### config.mk
export PLATFORM = sky130hd
export DESIGN_NAME = io_register_bank
export DESIGN_NICKNAME = d
export VERILOG_FILES = /design/src/rtl/io_bank_pkg.sv /design/src/rtl/io_register_bank.sv
export SDC_FILE = /design/constraint.sdc
export NUM_CORES = 1
export LEC_CHECK = 0
export ABC_AREA = 0
export BUFFER_PORTS_ARGS = -buffer_cell sky130_fd_sc_hd__buf_2
export CORE_AREA = 4 4 618 620
export CTS_BUF_LIST = sky130_fd_sc_hd__clkbuf_4
export CTS_CLUSTER_DIAMETER = 60
export DETAILED_ROUTE_END_ITERATION = 12
export DIE_AREA = 0 0 622 624
export GPL_TIMING_DRIVEN = 0
export PLACE_DENSITY = 0.3
export SETUP_SLACK_MARGIN = 0.5
export SYNTH_ARGS = -nofsm -noshare
export SYNTH_HDL_FRONTEND = slang
export SYNTH_SLANG_ARGS = --single-unit
### constraint.sdc
create_clock -name CLK_SYS -period 6.19 [get_ports CLK_SYS]
set_input_delay 0 -clock CLK_SYS [delete_from_list [all_inputs] [get_ports CLK_SYS]]
set_output_delay 0 -clock CLK_SYS [all_outputs]
set_load 0.02 [all_outputs]
### src/rtl/io_bank_pkg.sv
package io_bank_pkg;

    localparam int ADDR_W    = 6;
    localparam int DATA_W    = 8;
    localparam int BIT_W     = 3;
    localparam int NUM_REGS  = 64;

    localparam logic [DATA_W-1:0] REG_RESET  = 8'h00;
    localparam logic [DATA_W-1:0] ALL_BITS   = 8'hff;
    localparam logic [DATA_W-1:0] NO_BITS    = 8'h00;
    localparam logic [DATA_W-1:0] ONE_BIT    = 8'h01;
    // last address reachable by single-bit operations
    localparam logic [ADDR_W-1:0] BIT_OP_TOP = 6'h1f;

    // ------------------------------------------------------------
    // register offsets
    // ------------------------------------------------------------
    localparam logic [ADDR_W-1:0] STATUS_FLAGS          = 6'h3f;
    localparam logic [ADDR_W-1:0] STACK_POINTER_HIGH    = 6'h3e;
    localparam logic [ADDR_W-1:0] STACK_POINTER_LOW     = 6'h3d;
    localparam logic [ADDR_W-1:0] EXTERNAL_IRQ_MASK     = 6'h3b;
    localparam logic [ADDR_W-1:0] EXTERNAL_IRQ_FLAGS    = 6'h3a;
    localparam logic [ADDR_W-1:0] TIMER_IRQ_MASK        = 6'h39;
    localparam logic [ADDR_W-1:0] TIMER_IRQ_FLAGS       = 6'h38;
    localparam logic [ADDR_W-1:0] SELF_PROGRAM_CONTROL  = 6'h37;
    localparam logic [ADDR_W-1:0] CORE_CONTROL          = 6'h35;
    localparam logic [ADDR_W-1:0] RESET_CAUSE           = 6'h34;
    localparam logic [ADDR_W-1:0] TIMER0_CONTROL_B      = 6'h33;
    localparam logic [ADDR_W-1:0] TIMER0_COUNT          = 6'h32;
    localparam logic [ADDR_W-1:0] OSCILLATOR_TRIM       = 6'h31;
    localparam logic [ADDR_W-1:0] TIMER1_CONTROL        = 6'h30;
    localparam logic [ADDR_W-1:0] TIMER1_COUNT          = 6'h2f;
    localparam logic [ADDR_W-1:0] TIMER1_COMPARE_A      = 6'h2e;
    localparam logic [ADDR_W-1:0] TIMER1_COMPARE_C      = 6'h2d;
    localparam logic [ADDR_W-1:0] SHARED_TIMER_CONTROL  = 6'h2c;
    localparam logic [ADDR_W-1:0] TIMER1_COMPARE_B      = 6'h2b;
    localparam logic [ADDR_W-1:0] TIMER0_CONTROL_A      = 6'h2a;
    localparam logic [ADDR_W-1:0] TIMER0_COMPARE_A      = 6'h29;
    localparam logic [ADDR_W-1:0] TIMER0_COMPARE_B      = 6'h28;
    localparam logic [ADDR_W-1:0] FAST_CLOCK_CONTROL    = 6'h27;
    localparam logic [ADDR_W-1:0] CLOCK_DIVIDER         = 6'h26;
    localparam logic [ADDR_W-1:0] DEAD_TIME_A           = 6'h25;
    localparam logic [ADDR_W-1:0] DEAD_TIME_B           = 6'h24;
    localparam logic [ADDR_W-1:0] DEAD_TIME_PRESCALE    = 6'h23;
    localparam logic [ADDR_W-1:0] DEBUG_DATA            = 6'h22;
    localparam logic [ADDR_W-1:0] WATCHDOG_CONTROL      = 6'h21;
    localparam logic [ADDR_W-1:0] POWER_REDUCTION       = 6'h20;
    localparam logic [ADDR_W-1:0] NVDATA_ADDRESS_HIGH   = 6'h1f;
    localparam logic [ADDR_W-1:0] NVDATA_ADDRESS_LOW    = 6'h1e;
    localparam logic [ADDR_W-1:0] NVDATA_VALUE          = 6'h1d;
    localparam logic [ADDR_W-1:0] NVDATA_CONTROL        = 6'h1c;
    localparam logic [ADDR_W-1:0] PIN_OUTPUT_VALUE      = 6'h18;
    localparam logic [ADDR_W-1:0] PIN_DIRECTION         = 6'h17;
    localparam logic [ADDR_W-1:0] PIN_INPUT_VALUE       = 6'h16;
    localparam logic [ADDR_W-1:0] PIN_CHANGE_MASK       = 6'h15;
    localparam logic [ADDR_W-1:0] DIGITAL_INPUT_DISABLE = 6'h14;
    localparam logic [ADDR_W-1:0] SCRATCH_REG_2         = 6'h13;
    localparam logic [ADDR_W-1:0] SCRATCH_REG_1         = 6'h12;
    localparam logic [ADDR_W-1:0] SCRATCH_REG_0         = 6'h11;
    localparam logic [ADDR_W-1:0] SERIAL_IF_BUFFER      = 6'h10;
    localparam logic [ADDR_W-1:0] SERIAL_IF_SHIFT       = 6'h0f;
    localparam logic [ADDR_W-1:0] SERIAL_IF_STATUS      = 6'h0e;
    localparam logic [ADDR_W-1:0] SERIAL_IF_CONTROL     = 6'h0d;

    // ------------------------------------------------------------
    // command and carrier types
    // ------------------------------------------------------------
    typedef enum logic [2:0] {
        OP_IDLE       = 3'h0,
        OP_READ       = 3'h1,
        OP_WRITE      = 3'h2,
        OP_SET_BIT    = 3'h3,
        OP_CLEAR_BIT  = 3'h4,
        OP_SKIP_SET   = 3'h5,
        OP_SKIP_CLEAR = 3'h6
    } io_op_t;

    typedef struct packed {
        io_op_t              op;
        logic [ADDR_W-1:0]   addr;
        logic [BIT_W-1:0]    bit_sel;
        logic [DATA_W-1:0]   wdata;
    } io_cmd_t;

    typedef logic [NUM_REGS-1:0][DATA_W-1:0] reg_array_t;

    // per-address bit classes
    typedef struct packed {
        logic [DATA_W-1:0] rw;    // software read/write
        logic [DATA_W-1:0] w1c;   // hardware set, write one clears
        logic [DATA_W-1:0] hset;  // hardware set, software writable
        logic [DATA_W-1:0] live;  // follows hardware status, read only
    } bit_class_t;

    function automatic bit_class_t class_of(input logic [ADDR_W-1:0] a);
        bit_class_t c;
        c = '{rw: NO_BITS, w1c: NO_BITS, hset: NO_BITS, live: NO_BITS};
        unique case (a)
            STATUS_FLAGS, STACK_POINTER_LOW, CORE_CONTROL, TIMER0_COUNT,
            OSCILLATOR_TRIM, TIMER1_CONTROL, TIMER1_COUNT,
            TIMER1_COMPARE_A, TIMER1_COMPARE_C, SHARED_TIMER_CONTROL,
            TIMER1_COMPARE_B, TIMER0_COMPARE_A, TIMER0_COMPARE_B,
            DEAD_TIME_A, DEAD_TIME_B, DEBUG_DATA, NVDATA_ADDRESS_LOW,
            NVDATA_VALUE, SCRATCH_REG_2, SCRATCH_REG_1, SCRATCH_REG_0,
            SERIAL_IF_SHIFT, SERIAL_IF_CONTROL:
                c.rw = ALL_BITS;
            STACK_POINTER_HIGH:   c.rw = 8'h03;
            EXTERNAL_IRQ_MASK:    c.rw = 8'h60;
            EXTERNAL_IRQ_FLAGS:   c.w1c = 8'h60;
            TIMER_IRQ_MASK:       c.rw = 8'h7e;
            TIMER_IRQ_FLAGS:      c.w1c = 8'h7e;
            SELF_PROGRAM_CONTROL: c.rw = 8'h3f;
            RESET_CAUSE:          c.hset = 8'h0f;
            TIMER0_CONTROL_B:     c.rw = 8'hcf;
            TIMER0_CONTROL_A:     c.rw = 8'hf3;
            FAST_CLOCK_CONTROL: begin
                c.rw   = 8'h86;
                c.live = 8'h01;
            end
            CLOCK_DIVIDER:        c.rw = 8'h8f;
            DEAD_TIME_PRESCALE:   c.rw = 8'h03;
            WATCHDOG_CONTROL: begin
                c.rw  = 8'h7f;
                c.w1c = 8'h80;
            end
            POWER_REDUCTION:      c.rw = 8'h0f;
            NVDATA_ADDRESS_HIGH:  c.rw = 8'h01;
            NVDATA_CONTROL:       c.rw = 8'h3f;
            PIN_OUTPUT_VALUE, PIN_DIRECTION, PIN_CHANGE_MASK,
            DIGITAL_INPUT_DISABLE:
                c.rw = 8'h3f;
            PIN_INPUT_VALUE:      c.live = 8'h3f;
            SERIAL_IF_BUFFER:     c.live = ALL_BITS;
            SERIAL_IF_STATUS: begin
                c.rw  = 8'h1f;
                c.w1c = 8'he0;
            end
            default: ;
        endcase
        return c;
    endfunction

endpackage

### src/rtl/io_register_bank.sv
// Functional notes
// software writes zero to reserved bits
// software never writes reserved addresses
// bit set/clear only at addresses 0x00-0x1F
// bit test yields skip on set/clear
// flagged bits clear on one, keep on zero
// bit operation touches only the addressed bit
// reserved reads zero, reserved writes ignored
module io_register_bank
    import io_bank_pkg::*;
(
    input  wire logic              CLK_SYS,
    input  wire logic              RSTN,
    input  wire io_cmd_t           IO_CMD,
    input  wire reg_array_t        HW_FLAG_SET,
    input  wire reg_array_t        HW_STATUS,
    output logic [DATA_W-1:0]      IO_RDATA,
    output logic                   IO_RVALID,
    output logic                   SKIP_NEXT,
    output logic                   TEST_VALID,
    output logic                   OP_IGNORED,
    output reg_array_t             IO_REGS_Q
);

    // ------------------------------------------------------------
    // command decode
    // ------------------------------------------------------------
    logic              is_bit_op;
    logic              is_test;
    logic              in_bit_range;
    logic              bit_ok;
    logic              wr_en;
    logic [DATA_W-1:0] wr_mask;
    logic [DATA_W-1:0] wr_data;
    logic [DATA_W-1:0] sel_bit;
    logic              addr_mapped;
    bit_class_t        cls;

    assign sel_bit   = ONE_BIT << IO_CMD.bit_sel;
    assign is_bit_op = (IO_CMD.op == OP_SET_BIT)
                     || (IO_CMD.op == OP_CLEAR_BIT);
    assign is_test   = (IO_CMD.op == OP_SKIP_SET)
                     || (IO_CMD.op == OP_SKIP_CLEAR);
    // bit access range
    assign in_bit_range = (IO_CMD.addr <= BIT_OP_TOP);
    assign bit_ok       = in_bit_range && (is_bit_op || is_test);
    assign cls          = class_of(IO_CMD.addr);
    assign addr_mapped  = |(cls.rw | cls.w1c | cls.hset | cls.live);

    always_comb begin
        wr_en   = 1'b0;
        wr_mask = NO_BITS;
        wr_data = NO_BITS;
        if (IO_CMD.op == OP_WRITE) begin
            wr_en   = 1'b1;
            wr_mask = ALL_BITS;
            wr_data = IO_CMD.wdata;
        end else if (is_bit_op && in_bit_range) begin
            // single bit only
            wr_en   = 1'b1;
            wr_mask = sel_bit;
            wr_data = (IO_CMD.op == OP_SET_BIT) ? sel_bit : NO_BITS;
        end
    end

    // ------------------------------------------------------------
    // register storage, one entry per address
    // ------------------------------------------------------------
    reg_array_t regs_r;
    reg_array_t regs_nxt;

    genvar gi;
    generate
        for (gi = 0; gi < NUM_REGS; gi++) begin : g_entry
            localparam logic [ADDR_W-1:0] ADDR = ADDR_W'(gi);
            localparam bit_class_t        C    = class_of(ADDR);
            logic [DATA_W-1:0] m;

            assign m = (wr_en && (IO_CMD.addr == ADDR)) ? wr_mask : NO_BITS;

            always_comb begin
                regs_nxt[gi] = regs_r[gi];
                // plain bits take the written value
                regs_nxt[gi] = (regs_nxt[gi] & ~(m & (C.rw | C.hset)))
                             | (wr_data & m & (C.rw | C.hset));
                // one clears, zero keeps
                regs_nxt[gi] = regs_nxt[gi] & ~(wr_data & m & C.w1c);
                // hardware set wins over a same-cycle clear
                regs_nxt[gi] = regs_nxt[gi]
                             | (HW_FLAG_SET[gi] & (C.w1c | C.hset));
                regs_nxt[gi] = (regs_nxt[gi] & ~C.live)
                             | (HW_STATUS[gi] & C.live);
                // reserved bits stay zero
                regs_nxt[gi] = regs_nxt[gi]
                             & (C.rw | C.w1c | C.hset | C.live);
            end

            always_ff @(posedge CLK_SYS or negedge RSTN) begin
                if (!RSTN) begin
                    regs_r[gi] <= REG_RESET;
                end else begin
                    regs_r[gi] <= regs_nxt[gi];
                end
            end
        end
    endgenerate

    assign IO_REGS_Q = regs_r;

    // ------------------------------------------------------------
    // read port
    // ------------------------------------------------------------
    always_ff @(posedge CLK_SYS or negedge RSTN) begin
        if (!RSTN) begin
            IO_RDATA  <= NO_BITS;
            IO_RVALID <= 1'b0;
        end else begin
            IO_RVALID <= (IO_CMD.op == OP_READ);
            if (IO_CMD.op == OP_READ) begin
                // unmapped addresses hold zero
                IO_RDATA <= regs_r[IO_CMD.addr];
            end
        end
    end

    // ------------------------------------------------------------
    // bit test and skip decision
    // ------------------------------------------------------------
    logic tested_bit;

    assign tested_bit = |(regs_r[IO_CMD.addr] & sel_bit);

    always_ff @(posedge CLK_SYS or negedge RSTN) begin
        if (!RSTN) begin
            SKIP_NEXT  <= 1'b0;
            TEST_VALID <= 1'b0;
        end else begin
            // skip on selected bit state
            TEST_VALID <= is_test && in_bit_range;
            SKIP_NEXT  <= is_test && in_bit_range
                       && ((IO_CMD.op == OP_SKIP_SET) ? tested_bit
                                                      : !tested_bit);
        end
    end

    // ------------------------------------------------------------
    // refused operations
    // ------------------------------------------------------------
    always_ff @(posedge CLK_SYS or negedge RSTN) begin
        if (!RSTN) begin
            OP_IGNORED <= 1'b0;
        end else begin
            // reserved write flagged and dropped
            OP_IGNORED <= ((is_bit_op || is_test) && !bit_ok)
                       || ((IO_CMD.op == OP_WRITE || is_bit_op)
                           && !addr_mapped);
        end
    end

endmodule

==> out/metrics.cfg, run 1 <==
[placed_design]
pre_cts_ws_ns=1.60
numPortBuffers=362
dp_hpwl_um=137000
gp_congestion=0.822

[routing]
drt_iter0_drc=1649
routed_wl_um=162000
post_drt_wl_per_cell_um=21.4
wl_met3_um=17000
wl_met2_um=77100
vias=17232
drt.antenna.violating_nets=0
viasPerCell=2.27
top_layer=met5
drc=0
firstDrtPassIters=6
met1Wirelength_um=63300

[synthesis]
synthTopCellsByArea=dfrtp_1 48%, buf_4 9.9%, nor2_1 6.8%
synth_edf_count=0
synth.most_common_cell=dfrtp_1
synth_top_flop_cell=dfrtp_1
ys_warn_count=0
netlist_area_um2=16300
avgSynthCellArea_um2=9.39
yosysTopAreaCellShare_pct=47.9
ys_async_sr_fraction_pct=100
yosysUniqueCellTypes=65
synth_cells=1735
yosys-top-cells-count=312 x dfrtp_1, 294 x nor2_1, 215 x buf_4
yosysSeqAreaShare_pct=47.9
synth_top_area_cell=dfrtp_1
ys_seq_elements=312

[global_route]
grt_usage_pct=8.05
grt_overflow=0
antenna_found_initial=50
grt_pass1_vias=16837
grt_max_degree=94
grt_pass1_wl_um=202000

[clock_network]
post_cts_buffers=0
cts_tree=done
cts_made_buffers=104
post_cts_resize_count=0
cts_hold_buf=105
clock-sinks=312
cts.path.max_buffers=3
root_buffer=clkbuf_4
clk_latency_ns=1.19
cts.htree.levels=3
clk_pin_slew_worst_paths_ns=0.06

[worst_setup_path]
slowest_stage=buf_2
path_class=in -> reg
max_stage_delay_ns=0.61
crit_required_ns=6.94
crit_fanout=10
crit_top_cell=buf_2
cp.buffers_inverters=5
crit_arrival_ns=4.97
critPathCaptureType=register
path_delay_family=buffers and inverters
critPathLaunchType=input pin
path_cells=dlygate4sd3_1, buf_2, buf_6, buf_2, buf_2, o21ai_0, a32oi_1, o211ai_1, o31ai_1, a211oi_1, a311oi_1, mux2_1

[die]
die_w_um=622
ios=1570
coreArea_um2=376000
die_height_um=624
num_rows=225
initial_core_util_pct=4.34
die_area_um2=388000

[sta]
rsz0062_at_grt=no
hold_violations=0
timing.final.crit_share_pct=68.2
finalWorstSetupSlack_ns=1.97
setup_viol=0
period_needed_ns=4.22
slew_headroom_pct=1.06
whs_ns=0.102
slew_viol_final=0
worst_slew_pin_slew_ns=1.48
fmax_ghz=0.237
finClkSkew_ns=0.254

[hold_path]
hp-class=in -> reg

[flow_run]
drv_cap=0

[final_layout]
drive_gt1_share_pct=32.0
area_growth_pct=70.0
finalNetCount=3574

[power_and_ir_drop]
ir_drop_mv=0.145
powerDensity_nw_per_um2=204
p_leak_uw=0.0113

[outcome]
status=finished clean

-- worst reg2reg max path: cells and delay by family, from the launching register on --
| family | cells | cell delay (ns) |
|---|---|---|
| DFF | 1 | 0.45 |
| muxes | 3 | 1.83 |
| AOI/OAI and AO/OA | 2 | 0.75 |
| and+or+nand+nor | 1 | 0.47 |
-- layout by cell type (no fill, tap or decap), types with 5 or more instances in the layout --
master	count
a211o_1	5
a211oi_1	5
a21oi_1	188
a221oi_1	10
a22oi_1	18
a31oi_1	6
a32oi_1	6
and2_1	7
and3_1	7
buf_1	5
buf_2	380
buf_4	216
buf_6	8
buf_8	6
clkbuf_1	68
clkbuf_4	141
clkinv_1	19
conb_1	212
dfrtp_1	312
diode_2	15
dlygate4sd3_1	104
inv_1	6
mux2_2	18
mux2i_1	40
mux4_1	5
mux4_2	28
nand2_1	151
nand2b_1	17
nand3_1	39
nand3b_1	6
nor2_1	294
nor2b_1	19
nor3_1	12
o211ai_1	5
o21ai_0	138
o22ai_1	6
o2bb2ai_1	5
-- final cells by class --
cell class | instances | area, µm²
antenna | 15 | 37.5
buffer | 320 | 2130
clock buffer | 141 | 1060
clock inverter | 28 | 180
fill | 44257 | 348000
inverter | 7 | 26.3
multi-input combinational | 1307 | 7150
sequential | 312 | 7810
tap | 4994 | 6250
timing repair buffer | 476 | 3050
-- path summary, 6_finish.rpt --
| path | end | depth (start not counted) | slack, ns | startpoint |
|---|---|---|---|---|
| max in group asynchronous | IO_REGS_Q[117] | 8 | 3.72 | RSTN |
| min in group asynchronous | asynchronous set/reset pin | 5 | 0.52 | RSTN |
| setup reg to reg | SKIP_NEXT | 6 | 2.34 | register |
| setup / recovery | SKIP_NEXT | 12 | 1.97 | IO_CMD[12] |
| hold / removal | IO_REGS_Q[418] | 3 | 0.10 | HW_FLAG_SET[418] |
| hold reg to reg | register | 2 | 0.50 | register |
-- kinds of logic (layout without fill, tap and decap cells) --
| kind of cell | Yosys count | count (layout) | synth area share (%) |
|---|---|---|---|
| compound gates | 435 | 435 | 15.6 |
| buf+inv | 327 | 972 | 13.2 |
| flops | 312 | 312 | 47.9 |
| mux | 92 | 92 | 8.45 |
| other cells | 1 | 227 | 0.0230 |
| simple gates | 568 | 568 | 14.8 |
-- stage by stage --
| step | power, µW | cell area, µm² | util (%) | TNS, ns | cells |
|---|---|---|---|---|---|
| after floorplan | 2770 | 17100 | - | 0 | 1946 |
| after global placement | 3360 | 25100 | 6.69 | -651.47 | 7302 |
| after detailed placement | 3380 | 25300 | 6.75 | 0 | 7311 |
| after CTS | 5780 | 27700 | 7.36 | 0 | 7585 |
| after global routing | 5930 | 27700 | 7.36 | 0 | 7587 |
| final | 5660 | 27700 | 7.37 | 0 | 7600 |
-- power breakdown --
part	internal, µW	leakage [µW]	switching [µW]
registers	2120	0.00418	111
clock network	1070	0.000735	1210
logic	331	0.00641	818
-- layer usage --
metal | vias to the layer above | GRT usage [%]
li1 | 7281 | -
met1 | 8719 | 9.43
met2 | 994 | 13.4
met3 | 226 | 3.33
met4 | 12 | 2.24
met5 | - | 0
(Power assumes the default switching activity.)
==> inputs of run 2 (changes only) <==
--- a/config.mk
+++ b/config.mk
@@ -7,11 +7,11 @@
 export LEC_CHECK = 0
 export ABC_AREA = 0
 export BUFFER_PORTS_ARGS = -buffer_cell sky130_fd_sc_hd__buf_2
-export CORE_AREA = 4 4 618 620
+export CORE_AREA = 4 4 605 607
 export CTS_BUF_LIST = sky130_fd_sc_hd__clkbuf_4
 export CTS_CLUSTER_DIAMETER = 60
 export DETAILED_ROUTE_END_ITERATION = 12
-export DIE_AREA = 0 0 622 624
+export DIE_AREA = 0 0 609 611
 export GPL_TIMING_DRIVEN = 0
 export PLACE_DENSITY = 0.3
 export SETUP_SLACK_MARGIN = 0.5
==> constraint.sdc (replaced) <==
create_clock -name CLK_SYS -period 3.95 [get_ports CLK_SYS]
set_input_delay 0 -clock CLK_SYS [delete_from_list [all_inputs] [get_ports CLK_SYS]]
set_output_delay 0 -clock CLK_SYS [all_outputs]
set_load 0.02 [all_outputs]
==> run 2 against run 1 <==
  * Combinational power is 60% higher
  * Cell area is 0.14% higher
  * Via count is 0.87% higher
  * Die area is 4.1% lower
  * Clock power is 53% higher
  * Global-route usage is 0.37 points higher
  * Clock skew is 0.10 ns lower
==> out/metrics.cfg, run 2 (synthesis gave the netlist of run 1 again) <==
[global_route]
grt_pass1_wl_um=202000  ; -0.27%
grt_usage_pct=8.42  ; +0.37 points
grt_pass1_vias=16569  ; -1.6%
grt_overflow=0  ; unchanged
grt_max_degree=110  ; +17%
antenna_found_initial=34  ; -32%

[clock_network]
clk_latency_ns=1.14  ; -0.05 ns
cts_made_buffers=103  ; -0.96%
clock-sinks=312  ; unchanged
post_cts_buffers=0  ; unchanged
cts_tree=done
cts.htree.levels=3  ; unchanged
cts.path.max_buffers=3  ; unchanged
clk_pin_slew_worst_paths_ns=0.06  ; about the same
root_buffer=clkbuf_4

[sta]
slew_viol_final=0  ; unchanged
worst_slew_pin_slew_ns=1.42  ; -0.0611 ns
setup_viol=0  ; unchanged
slew_headroom_pct=5.13  ; +4.1 points
whs_ns=0.130  ; +0.0287 ns
hold_violations=0  ; unchanged
period_needed_ns=3.62
finClkSkew_ns=0.154  ; -0.101 ns
fmax_ghz=0.276
rsz0062_at_grt=yes
timing.final.crit_share_pct=91.6

[routing]
routed_wl_um=163000  ; +0.65%
drc=0  ; unchanged
drt.antenna.violating_nets=0  ; unchanged
drt_iter0_drc=1680  ; +1.9%
firstDrtPassIters=5  ; -1
post_drt_wl_per_cell_um=22.0  ; +2.8%
viasPerCell=2.34  ; +3.1%
vias=17382  ; +0.87%

[worst_setup_path]
path_cells=dlygate4sd3_1, buf_2, buf_2, nor2_1, clkbuf_1, clkbuf_1, nand3_1, nor2_1, a21oi_1
critPathLaunchType=input pin
crit_arrival_ns=4.44  ; -0.53 ns
crit_required_ns=4.77  ; -2.17 ns
slowest_stage=nand3_1
crit_fanout=10  ; unchanged
max_stage_delay_ns=0.89  ; +0.28 ns
startpoint=IO_CMD[13]
critPathCaptureType=register
path_class=in -> reg

[final_layout]
final_util_pct=7.68  ; +0.31 points
final_cell_area_um2=27700  ; +0.14%
fillers=42559  ; -3.8%
layout_commonest_cell=buf_2
drive_gt1_share_pct=31.7  ; -0.23 points
ff_latch_area_um2=7810  ; unchanged
multi_input_area_um2=7190  ; +0.54%
finalNetCount=3595  ; +0.59%
final_cell_mix=380 x buf_2, 312 x dfrtp_1, 294 x nor2_1
area_growth_pct=70.3

[placed_design]
gp_congestion=0.881  ; +7.2%
dp_hpwl_um=137000  ; about the same
place_area_um2=25100  ; -0.87%
numPortBuffers=362  ; unchanged

[flow_run]
drv_cap=0  ; unchanged

[hold_path]
min_from=IO_CMD[12]
hp-class=in -> reg

[die]
ios=1570  ; unchanged
die_w_um=609  ; -2.1%
die_height_um=611  ; -2.1%
num_rows=221  ; -1.8%
die_area_um2=372000  ; -4.1%
initial_core_util_pct=4.51  ; +0.17 points
coreArea_um2=361000  ; -3.8%

[power_and_ir_drop]
ir_drop_mv=0.211  ; +45%
total_power_uw=8830  ; +56%
p_leak_uw=0.0114  ; +0.84%
powerDensity_nw_per_um2=318  ; +56%

[outcome]
status=finished clean

-- run 2: path summary, 6_finish.rpt --
kind | to | slack, ns | cells after the start
worst min-delay path | register | 0.13 | 6
worst max register to register | SKIP_NEXT | 0.49 | 8
worst max-delay path | register | 0.33 | 9
min in group asynchronous | asynchronous set/reset pin | 0.66 | 4
worst min register to register | IO_RDATA[1] | 0.51 | 1
max in group asynchronous | TEST_VALID | 1.55 | 6
-- run 2: routing by layer --
metal	share of wire [%]	vias to the layer above	GRT usage, %
met5	0.025	-	0
met4	2.8	6	2.12
met3	10	180	3.37
met2	49	975	14.4
met1	38	8882	9.74
li1	-	7339	-
-- run 2: repair_timing --
action / CTS / global route
resized for setup: 4 / 2
hold buffers: 128 / 0
endpoints found under the setup margin: 1 / 9
endpoints found under the hold margin: 448 / 0
cloned: 0 / 0
-- run 2: critical path: cells and delay by family --
kind / cells / cell delay [ns]
buffers and inverters: 5 / 2.39
and+or+nand+nor: 3 / 1.89
AOI/OAI and AO/OA: 1 / 0.11
-- run 2: report_power, final --
| group | switching, µW | total (µW) | internal (µW) |
|---|---|---|---|
| clock | 1830 | 3480 | 1650 |
| combinational | 1300 | 1840 | 538 |
| sequential | 178 | 3500 | 3330 |
| total | 3310 | 8830 | 5510 |
-- run 2: cell type report --
cell class	count	area share, %
timing repair buffer	498	11.8
tap	4794	21.6
buffer	320	7.69
multi-input combinational	1307	25.9
clock buffer	140	3.79
antenna	31	0.280
sequential	312	28.2
clock inverter	29	0.636
inverter	7	0.0948
-- run 2: stage by stage --
step	setup TNS, ns	setup WS (ns)	instances
floorplan	0	1.52	1946
global placement	-1384.01	-4.23	7102
detailed placement	-6.03	-0.601	7110
CTS	0	0.568	7407
global route	0	0.444	7414
finish	0	0.333	7438
